File: config.mk
export PLATFORM = sky130hd
export DESIGN_NAME = tpwm_timer
export DESIGN_NICKNAME = d
export VERILOG_FILES = /design/src/tpwm_pkg.sv /design/src/tpwm_pin_if.sv /design/src/tpwm_pin_unit.sv /design/src/tpwm_timer.sv
export SDC_FILE = /design/constraint.sdc
export NUM_CORES = 1
export LEC_CHECK = 0
export BUFFER_PORTS_ARGS = -buffer_cell sky130_fd_sc_hd__buf_4
export CORE_MARGIN = 2
export CORE_UTILIZATION = 30
export CTS_CLUSTER_SIZE = 16
export DETAILED_ROUTE_END_ITERATION = 10
export GPL_ROUTABILITY_DRIVEN = 0
export PLACE_DENSITY = 0.48
export SLEW_MARGIN = 10
export SYNTH_ARGS = -nofsm -noshare
export SYNTH_HDL_FRONTEND = slang
export SYNTH_SLANG_ARGS = --single-unit
File: constraint.sdc
create_clock -name clk -period 7.1 [get_ports clk]
set_input_delay 0 -clock clk [delete_from_list [all_inputs] [get_ports clk]]
set_output_delay 0 -clock clk [all_outputs]
set_load 0.01 [all_outputs]
File: src/tpwm_pkg.sv
// constants shared by the six-channel timer pwm block
// assumes an 8-bit register port and one bus clock domain
package tpwm_pkg;
  localparam int unsigned NUM_CH = 6;
  localparam int unsigned NUM_PAIR = 3;
  localparam int unsigned ADDR_W = 5;
  localparam int unsigned DATA_W = 8;
  localparam int unsigned PRESC_W = 6;
  // register offsets
  localparam logic [4:0] OFF_STATUS = 5'h00;
  localparam logic [4:0] OFF_CNT_HI = 5'h01;
  localparam logic [4:0] OFF_CNT_LO = 5'h02;
  localparam logic [4:0] OFF_PER_HI = 5'h03;
  localparam logic [4:0] OFF_PER_LO = 5'h04;
  localparam logic [4:0] OFF_CH_BASE = 5'h05;
  localparam logic [4:0] CH_STRIDE = 5'h03;
  localparam logic [4:0] CH_SPAN = 5'h12;
  localparam logic [1:0] SEL_CTRL = 2'h0;
  localparam logic [1:0] SEL_HI = 2'h1;
  localparam logic [1:0] SEL_LO = 2'h2;
  // timer_status_control fields
  localparam int unsigned SC_OVF_FLAG = 7;
  localparam int unsigned SC_OVF_IE = 6;
  localparam int unsigned SC_HALT = 5;
  localparam int unsigned SC_CLEAR = 4;
  localparam int unsigned SC_DIV_HI = 2;
  // channel_status_control fields
  localparam int unsigned CS_FLAG = 7;
  localparam int unsigned CS_IE = 6;
  localparam int unsigned CS_LINK = 5;
  localparam int unsigned CS_SINGLE = 4;
  localparam int unsigned CS_ELS_HI = 3;
  localparam int unsigned CS_ELS_LO = 2;
  localparam int unsigned CS_TOV = 1;
  localparam int unsigned CS_FULL = 0;
  // reset values
  localparam logic [15:0] PERIOD_RST = 16'hFFFF;
  localparam logic [15:0] VALUE_RST = 16'h0000;
  localparam logic HALT_RST = 1'b1;
  localparam logic [2:0] DIV_RST = 3'h0;
  // encodings
  localparam logic [2:0] DIV_EXT = 3'h7;
  localparam logic [1:0] ELS_TOGGLE = 2'h1;
  localparam logic [1:0] ELS_CLEAR = 2'h2;
  localparam logic [1:0] ELS_SET = 2'h3;
endpackage : tpwm_pkg

File: src/tpwm_pin_if.sv
// per-channel link between the timer core and one pin output unit
// assumes both ends run on the same clock
`timescale 1ns/10ps
interface tpwm_pin_if;
  logic active;
  logic ovf_event;
  logic match_event;
  logic toggle_en;
  logic full_duty;
  logic [1:0] els;
  logic pin;
  modport ctl (output active, output ovf_event, output match_event, output toggle_en, output full_duty,
    output els, input pin);
  modport unit (input active, input ovf_event, input match_event, input toggle_en, input full_duty,
    input els, output pin);
endinterface : tpwm_pin_if

File: src/tpwm_pin_unit.sv
// output level logic of one timer channel pin
// assumes events are single-cycle pulses from the timer core
`timescale 1ns/10ps
module tpwm_pin_unit (
  input wire logic clk,
  input wire logic srst,
  tpwm_pin_if.unit p
);
  logic pin_q;
  logic next_pin;
  wire logic full_on = p.full_duty & p.toggle_en;
  wire logic cmp_level = (p.els == tpwm_pkg::ELS_CLEAR) ? 1'b0 :
                         (p.els == tpwm_pkg::ELS_SET) ? 1'b1 :
                         (p.els == tpwm_pkg::ELS_TOGGLE) ? ~pin_q : pin_q;
  // compare wins over a same-cycle overflow so a zero compare gives 0% duty
  assign next_pin = !p.active ? pin_q :
                    full_on ? ~p.els[0] :
                    p.match_event ? cmp_level :
                    (p.ovf_event & p.toggle_en) ? ~pin_q : pin_q;
  always_ff @(posedge clk) begin
    if (srst) begin
      pin_q <= 1'b0;
    end else begin
      pin_q <= next_pin;
    end
  end
  assign p.pin = pin_q;
endmodule : tpwm_pin_unit

File: src/tpwm_timer.sv
// six-channel 16-bit timer with pwm outputs and byte register port
// assumes strobes and mode inputs come from logic on clk; ext clock pin is async
//
// Function
// overflow toggles pin when toggle enabled
// width runs from overflow to compare
// period equals modulo plus one clocks
// duty equals compare over period count
// unbuffered value writes take effect immediately
// software times unbuffered width changes
// software avoids toggle-on-compare for pwm
// link bit pairs even with odd channel
// last written pair governs after overflow
// software writes only the inactive pair
// software follows the pwm init sequence
// mode field selects unbuffered or buffered
// edge/level field clears or sets on compare
// toggle disabled gives constant zero duty
// full duty bit gives constant full duty
// overflow flag gated by overflow irq enable; the flag sets on every overflow outside a pending modulo write, overflow_irq and wake_request are gated
// per-channel event flag and irq enable
// wait mode keeps running, blocks register access
// stop mode freezes counter and registers
// wrap to zero; high modulo write inhibits flag
// divider select picks prescale or external clock
// clear bit zeroes counter and prescaler
// one shared counter advances per timer clock
`timescale 1ns/10ps
module tpwm_timer (
  input wire logic clk,
  input wire logic srst,
  input wire logic [4:0] bus_addr,
  input wire logic [7:0] bus_wdata,
  input wire logic bus_wr,
  input wire logic bus_rd,
  output logic [7:0] bus_rdata,
  input wire logic ext_timer_clk,
  input wire logic wait_mode,
  input wire logic stop_mode,
  output logic [5:0] channel_pin_out,
  output logic [5:0] channel_pin_oe,
  output logic overflow_irq,
  output logic [5:0] channel_irq,
  output logic wake_request
);
  localparam int unsigned N = tpwm_pkg::NUM_CH;

  // register index decode for channel space: {hit, channel, field}
  function automatic logic [5:0] tpwm_ch_decode(input logic [4:0] a);
    logic [4:0] idx;
    logic hit;
    idx = a - tpwm_pkg::OFF_CH_BASE;
    hit = (a >= tpwm_pkg::OFF_CH_BASE) && (idx < tpwm_pkg::CH_SPAN);
    return {hit, 3'(idx / tpwm_pkg::CH_STRIDE), 2'(idx % tpwm_pkg::CH_STRIDE)};
  endfunction : tpwm_ch_decode

  // prescaler tap: divide by 2**sel
  function automatic logic tpwm_div_tick(input logic [5:0] pre, input logic [2:0] sel);
    logic [6:0] m;
    m = (7'h01 << sel) - 7'h01;
    return (pre & m[5:0]) == m[5:0];
  endfunction : tpwm_div_tick

  // status and counter state
  logic ovf_flag;
  logic ovf_ie;
  logic halt;
  logic [2:0] div_sel;
  logic ovf_armed;
  logic [15:0] count;
  logic [5:0] presc;
  logic [15:0] period;
  logic period_pending;
  logic [7:0] cnt_lo_latch;
  logic cnt_latched;
  logic [2:0] ext_sync;
  // channel state
  logic [N-1:0] ch_flag;
  logic [N-1:0] ch_armed;
  logic [N-1:0] ch_ie;
  logic [N-1:0] link;
  logic [N-1:0] single;
  logic [N-1:0] tov;
  logic [N-1:0] full;
  logic [1:0] els [N];
  logic [15:0] value [N];
  logic [2:0] act_odd;
  logic [2:0] pend_odd;
  logic [7:0] next_rdata;

  // bus decode; wait mode cuts processor access but not counting
  wire logic bus_ok = ~wait_mode & ~stop_mode;
  wire logic wr_en = bus_wr & bus_ok;
  wire logic rd_en = bus_rd & bus_ok;
  wire logic [5:0] wr_dec = tpwm_ch_decode(bus_addr);
  wire logic ch_hit = wr_dec[5];
  wire logic [2:0] acc_ch = wr_dec[4:2];
  wire logic [1:0] acc_sel = wr_dec[1:0];
  wire logic wr_status = wr_en & (bus_addr == tpwm_pkg::OFF_STATUS);
  wire logic rd_status = rd_en & (bus_addr == tpwm_pkg::OFF_STATUS);
  wire logic wr_per_hi = wr_en & (bus_addr == tpwm_pkg::OFF_PER_HI);
  wire logic wr_per_lo = wr_en & (bus_addr == tpwm_pkg::OFF_PER_LO);
  wire logic rd_cnt_hi = rd_en & (bus_addr == tpwm_pkg::OFF_CNT_HI);
  wire logic rd_cnt_lo = rd_en & (bus_addr == tpwm_pkg::OFF_CNT_LO);
  wire logic wr_ch = wr_en & ch_hit;
  wire logic rd_ch = rd_en & ch_hit;
  wire logic clear_req = wr_status & bus_wdata[tpwm_pkg::SC_CLEAR];

  // timer clock: external pin through two flops, edge taken past them
  wire logic ext_edge = ext_sync[1] & ~ext_sync[2];
  wire logic run = ~halt & ~stop_mode;
  wire logic tick = run & ((div_sel == tpwm_pkg::DIV_EXT) ? ext_edge : tpwm_div_tick(presc, div_sel));
  wire logic wrap = tick & (count == period);
  wire logic [15:0] cnt_adv = wrap ? 16'h0000 : count + 16'h0001;
  wire logic ovf_event = wrap & ~period_pending;

  // per-channel compare against the shared counter
  logic [15:0] eff_val [N];
  logic [N-1:0] drives;
  logic [N-1:0] match;
  logic [N-1:0] wr_value;
  for (genvar c = 0; c < N; c++) begin : g_cmp
    if (c % 2 == 0) begin : g_even
      assign eff_val[c] = (link[c] && act_odd[c/2]) ? value[c+1] : value[c];
      assign drives[c] = link[c] | single[c];
    end else begin : g_odd
      assign eff_val[c] = value[c];
      assign drives[c] = ~link[c-1] & ~link[c] & single[c];
    end
    // value equals count of high clocks, so duty is value over period+1
    assign match[c] = tick & drives[c] & (cnt_adv == eff_val[c]);
    assign wr_value[c] = wr_ch & (acc_ch == 3'(c)) & (acc_sel != tpwm_pkg::SEL_CTRL);
  end

  // status register and counter
  always_ff @(posedge clk) begin
    if (srst) begin
      ovf_flag <= 1'b0;
      ovf_ie <= 1'b0;
      halt <= tpwm_pkg::HALT_RST;
      div_sel <= tpwm_pkg::DIV_RST;
      ovf_armed <= 1'b0;
      count <= 16'h0000;
      presc <= 6'h00;
      ext_sync <= 3'h0;
    end else begin
      ext_sync <= {ext_sync[1:0], ext_timer_clk};
      if (wr_status) begin
        ovf_ie <= bus_wdata[tpwm_pkg::SC_OVF_IE];
        halt <= bus_wdata[tpwm_pkg::SC_HALT];
        div_sel <= bus_wdata[tpwm_pkg::SC_DIV_HI:0];
      end
      // a new overflow beats a clear in the same cycle
      if (ovf_event) begin
        ovf_flag <= 1'b1;
      end else if (wr_status && ovf_armed && !bus_wdata[tpwm_pkg::SC_OVF_FLAG]) begin
        ovf_flag <= 1'b0;
      end
      if (ovf_event || wr_status) begin
        ovf_armed <= 1'b0;
      end else if (rd_status && ovf_flag) begin
        ovf_armed <= 1'b1;
      end
      if (clear_req) begin
        count <= 16'h0000;
        presc <= 6'h00;
      end else begin
        presc <= run ? presc + 6'h01 : presc;
        count <= tick ? cnt_adv : count;
      end
    end
  end

  // modulo and counter read latch; high byte write holds off the flag
  always_ff @(posedge clk) begin
    if (srst) begin
      period <= tpwm_pkg::PERIOD_RST;
      period_pending <= 1'b0;
      cnt_lo_latch <= 8'h00;
      cnt_latched <= 1'b0;
    end else begin
      if (wr_per_hi) begin
        period[15:8] <= bus_wdata;
        period_pending <= 1'b1;
      end
      if (wr_per_lo) begin
        period[7:0] <= bus_wdata;
        period_pending <= 1'b0;
      end
      if (rd_cnt_hi && !cnt_latched) begin
        cnt_lo_latch <= count[7:0];
        cnt_latched <= 1'b1;
      end else if (rd_cnt_lo) begin
        cnt_latched <= 1'b0;
      end
    end
  end

  // channel control, value and flag registers
  always_ff @(posedge clk) begin
    if (srst) begin
      ch_flag <= '0;
      ch_armed <= '0;
      ch_ie <= '0;
      link <= '0;
      single <= '0;
      tov <= '0;
      full <= '0;
      for (int c = 0; c < N; c++) begin
        els[c] <= 2'h0;
        value[c] <= tpwm_pkg::VALUE_RST;
      end
    end else begin
      for (int c = 0; c < N; c++) begin
        if (wr_ch && acc_ch == 3'(c) && acc_sel == tpwm_pkg::SEL_CTRL) begin
          ch_ie[c] <= bus_wdata[tpwm_pkg::CS_IE];
          link[c] <= (c % 2 == 0) ? bus_wdata[tpwm_pkg::CS_LINK] : 1'b0;
          single[c] <= bus_wdata[tpwm_pkg::CS_SINGLE];
          els[c] <= bus_wdata[tpwm_pkg::CS_ELS_HI:tpwm_pkg::CS_ELS_LO];
          tov[c] <= bus_wdata[tpwm_pkg::CS_TOV];
          full[c] <= bus_wdata[tpwm_pkg::CS_FULL];
        end
        // writes land at once; a passed compare is simply missed this period
        if (wr_value[c] && acc_sel == tpwm_pkg::SEL_HI) begin
          value[c][15:8] <= bus_wdata;
        end
        if (wr_value[c] && acc_sel == tpwm_pkg::SEL_LO) begin
          value[c][7:0] <= bus_wdata;
        end
        if (match[c]) begin
          ch_flag[c] <= 1'b1;
        end else if (wr_ch && acc_ch == 3'(c) && acc_sel == tpwm_pkg::SEL_CTRL && ch_armed[c]
                     && !bus_wdata[tpwm_pkg::CS_FLAG]) begin
          ch_flag[c] <= 1'b0;
        end
        if (match[c] || (wr_ch && acc_ch == 3'(c) && acc_sel == tpwm_pkg::SEL_CTRL)) begin
          ch_armed[c] <= 1'b0;
        end else if (rd_ch && acc_ch == 3'(c) && acc_sel == tpwm_pkg::SEL_CTRL && ch_flag[c]) begin
          ch_armed[c] <= 1'b1;
        end
      end
    end
  end

  // buffered pairs: last written half takes over at each overflow
  always_ff @(posedge clk) begin
    if (srst) begin
      act_odd <= 3'h0;
      pend_odd <= 3'h0;
    end else begin
      for (int p = 0; p < tpwm_pkg::NUM_PAIR; p++) begin
        if (!link[2*p]) begin
          act_odd[p] <= 1'b0;
          pend_odd[p] <= 1'b0;
        end else begin
          if (wr_value[2*p+1]) begin
            pend_odd[p] <= 1'b1;
          end else if (wr_value[2*p]) begin
            pend_odd[p] <= 1'b0;
          end
          if (wrap) begin
            act_odd[p] <= pend_odd[p];
          end
        end
      end
    end
  end

  // read data, valid only in the cycle after the strobe
  always_comb begin
    next_rdata = 8'h00;
    if (rd_status) begin
      next_rdata = {ovf_flag, ovf_ie, halt, 2'b00, div_sel};
    end else if (rd_cnt_hi) begin
      next_rdata = count[15:8];
    end else if (rd_cnt_lo) begin
      next_rdata = cnt_latched ? cnt_lo_latch : count[7:0];
    end else if (rd_en && bus_addr == tpwm_pkg::OFF_PER_HI) begin
      next_rdata = period[15:8];
    end else if (rd_en && bus_addr == tpwm_pkg::OFF_PER_LO) begin
      next_rdata = period[7:0];
    end else if (rd_ch && acc_sel == tpwm_pkg::SEL_CTRL) begin
      next_rdata = {ch_flag[acc_ch], ch_ie[acc_ch], link[acc_ch], single[acc_ch], els[acc_ch],
                    tov[acc_ch], full[acc_ch]};
    end else if (rd_ch && acc_sel == tpwm_pkg::SEL_HI) begin
      next_rdata = value[acc_ch][15:8];
    end else if (rd_ch) begin
      next_rdata = value[acc_ch][7:0];
    end
  end

  // registered outputs
  always_ff @(posedge clk) begin
    if (srst) begin
      bus_rdata <= 8'h00;
      overflow_irq <= 1'b0;
      channel_irq <= '0;
      channel_pin_oe <= '0;
      wake_request <= 1'b0;
    end else begin
      bus_rdata <= next_rdata;
      overflow_irq <= ovf_flag & ovf_ie;
      channel_irq <= ch_flag & ch_ie;
      channel_pin_oe <= drives;
      wake_request <= wait_mode & ((ovf_flag & ovf_ie) | (|(ch_flag & ch_ie)));
    end
  end

  // pin units; odd half of a pair stays idle so its pin is free
  for (genvar c = 0; c < N; c++) begin : g_pin
    tpwm_pin_if pif ();
    assign pif.active = drives[c];
    assign pif.ovf_event = wrap;
    assign pif.match_event = match[c];
    assign pif.toggle_en = tov[c];
    assign pif.full_duty = full[c];
    assign pif.els = els[c];
    assign channel_pin_out[c] = pif.pin;
    tpwm_pin_unit u_pin (
      .clk(clk),
      .srst(srst),
      .p(pif)
    );
  end
endmodule : tpwm_timer

==> impl_results.md <==
- Outcome: finished, final reports clean
- H-tree depth: 1
- Yosys warning count: 0
- Distinct cells, synth: 106
- Mapped Nets: ~1700
- Vias post-DR: 14000
- Pleak: 6.67 nW
- # rows: 83
- Initial core utilization: 0.302
- Register clock-pin slew on the reported worst setup and hold paths: 0.06 ns
- Routed WL: 60700 um
- Int Power: 2.61 mW
- Comb power frac: 0.155
- Largest net degree at the start of global routing: 51
- Clock Sinks: about 240
- Maxcap violations: 0
- Critical R2R Launch: count[8]$_SDFFE_PP0P_
- Vias in the first global route: 13100
- CTS root buffer: clkbuf_16
- Min Clock Period, post-route: 6.09 ns
- Fin. Hold Viols: 0
- Worst min path class: input port to flip-flop
- Count of final max-slew check failures: 0
- Main combinational cell family by area after synthesis: simple AND/OR/NAND/NOR gates
- Crit path capture: bus_rdata[3]$_SDFF_PP0_
- GRT Util Overall: 0.224
- Met2 Use GR: 0.351
- Most Crowded Layer GR: met2
- Final core utilization: 0.342
- Met3 Use GR: 0.0321
- Max IR drop VDD: 188 uV
- Die Y: 231 um
- Clock Skews: 0.0262 ns
- Tot Pwr: ~3.7 mW
- # nets final: 1749
- RR Endpoint: g_pin[5].u_pin.p.pin$_SDFFE_PP0P_
- Seq pwr share: 0.414
- CP Launch Point: bus_addr[0]
- DP Worst Slack: about 0.53 ns
- Fin crit share: 0.858
- Core area: around 51000 um2
- Crit-path max FO: 21
- RSZ-0062 raised after global routing: false
- # DRC: 0
- Top FF cell, synth: dfxtp_1
- Setup crit start kind: input port
- Count of final setup violators: 0
- Syn_area_per_cell: 9.00 um2
- Asr flop ratio synth: 0
- Synth Instances: 1711
- Post-synth top area share: 0.211
- Synth area leaders: edfxtp_1 21%, dfxtp_1 17%, mux2i_1 8.6%
- DRT iter0 DRCs: roughly 1900
- Initial antenna violation count: 4
- Layout cells sized above 1: 0.107
- Switching Fraction: 0.296
- Setup Crit Path Kind: input port to flip-flop
- Multiplexer area fraction after synthesis: 0.0926
- Synth Area in Adders: 0.00813
- WP data arrival: about 6.6 ns
- Max Clk Rate: 164 MHz
- Worst EP required: 7.57 ns
- Clock share of power: 0.431
- Post-CTS Setup Inserts: 0
- Synth Area in Simple Gates: 0.240
- R2R depth: 11
- PwrDens: approximately 210 nW/um2
- Mapped Area: 15400 um2
- Complex-gate fraction of the synthesized area: 0.165
- Die X: between 200 and 250 um
- Post-synth EDFFs: 108
- CTS tree: yes
- Setup slack, reg-to-reg: 2.39 ns
- GRT met1 Usage: 0.312
- Xor and xnor area share after synthesis: 0.0674
- Clk_lat worst skew: 0.61 ns
- Vias per inst: 5.77
- Ant diodes: 0
- Area leader, netlist: edfxtp_1
- Ports: 48
- Worst slew pin tran: 1.01 ns
- Detail Placement HPWL: 43700 um
- P_sw: 1.09 mW
- Setup crit end kind: flip-flop
- Setup slack after layout: 1.01 ns
- Post-synth top cells: 175 x nand2_1, 141 x nor2_1, 133 x mux2i_1, 131 x dfxtp_1, 113 x and2_1
- Drt pass-1 iters: 6
- Die area: 53100 um2
- Cell with the most instances after synthesis: nand2_1
- Setup TNS: 0 ns
- IO Port Bufs: 47
- CTS Buf Count: 29
- Clk buf depth: 3
- Routed Antenna Nets: 0
- Fin Hold WS: between 0.07 and 0.08 ns
- Relative slew slack: 0.321
- #FFs+latches synth: approximately 240
- Sequential cell area fraction in the yosys report: 0.381
- Global-route wire length before repair: 89200 um
- Syn-to-layout area delta: 13.3%
- Wire length per cell: between 20 and 30 um
- Total global routing overflow: 0
[state kept, by name (all words and copies together) (netlist names), 8 cells and up]
signal and cells:
bus_rdata 8, cnt_lo_latch 8, count 16, els 12, period 16, value 96
[cells in the final DEF, fill, tap and decap left out, types with 17 or more instances in the layout]
cell type    n
nand2_1    175
nor2_1     141
mux2i_1    133
dfxtp_1    131
and2_1     113
edfxtp_1   108
o21ai_0     81
buf_4       79
a21oi_1     71
xnor2_1     68
nand3_1     52
nor3_1      39
xor2_1      38
inv_1       33
a31oi_1     33
nand4_1     29
clkbuf_16   29
nand2b_1    20
a211oi_1    20
and3_1      17
[timing repair]
action / in CTS / in global routing
endpoints found under the hold margin: 104 / 0
hold buffers: 16 / 0
resized for setup: 0 / 0
[per-stage QoR]
| stage | std cells | cell area, um2 |
|---|---|---|
| final | 2421 | 17400 |
| after global routing | 2421 | 17400 |
| after CTS | 2421 | 17400 |
| after detailed placement | 2352 | 16300 |
| after global placement | 2352 | 16300 |
| after floorplan | 1711 | 15400 |
[worst max-delay path, stage by stage]
cell      delay, ns
buf_4          0.18
inv_1          0.12
ha_1           0.62
xor2_1         0.35
inv_1          0.14
ha_1           0.33
and2_1         0.24
a311o_1        0.27
o32a_1         0.22
a221oi_2       0.40
o21ai_1        0.20
ha_1           0.25
or3_1          0.41
a311oi_1       0.29
a22oi_1        0.15
nand3b_1       0.25
o221a_2        0.32
nor2_4         0.45
buf_4          0.37
mux2i_1        0.24
o21ai_0        0.12
a211oi_1       0.49
o32ai_1        0.14
[worst min path at each step]
stage | start | endpoint | slack [ns] | depth (start not counted)
finish | bus_addr[2] | period[7]$_SDFFE_PP1P_ | 0.07 | 5
global route | bus_rd | bus_rdata[1]$_SDFF_PP0_ | 0.10 | 5
CTS | bus_rd | bus_rdata[1]$_SDFF_PP0_ | 0.02 | 5
detailed placement | ext_timer_clk | ext_sync[0]$_SDFF_PP0_ | 0.23 | 2
global placement | ext_timer_clk | ext_sync[0]$_SDFF_PP0_ | 0.23 | 2
floorplan | bus_wdata[2] | period[10]$_SDFFE_PP1P_ | 0.13 | 2
[cell families after synthesis]
kind of cell	after synthesis
AOI/OAI and AO/OA	360
xor gates and xnor gates	112
adders and majority gates	10
buffers and inverters	153
DFF	239
muxes	141
and+or+nand+nor	696
[layout make-up]
type | count | area, um2
well taps | 680 | 851
multi-input cells | 1319 | 8830
inverters | 35 | 131
clock inverters | 18 | 243
flip-flops and latches | 239 | 5870
fillers | 5259 | 33500
repair buffers | 95 | 753
clock buffers | 35 | 768
[layer usage]
layer | wire length [um] | vias up | share of wire
li1 | - | 6265 | -
met1 | 26700 | 6905 | 0.44
met2 | 26900 | 663 | 0.44
met3 | 4570 | 141 | 0.075
met4 | 2530 | 2 | 0.042
met5 | 7 | - | 0.00012
[power by group through the flow]
stage	Sequential (mW)	Combinational (mW)	Clock, mW
finish	1.53	0.575	1.60
floorplan	1.53	0.360	0
global placement	1.56	0.551	0
detailed placement	1.56	0.551	0
global route	1.53	0.601	1.68
CTS	1.53	0.559	1.62
Power figures use the tool's default switching activity.
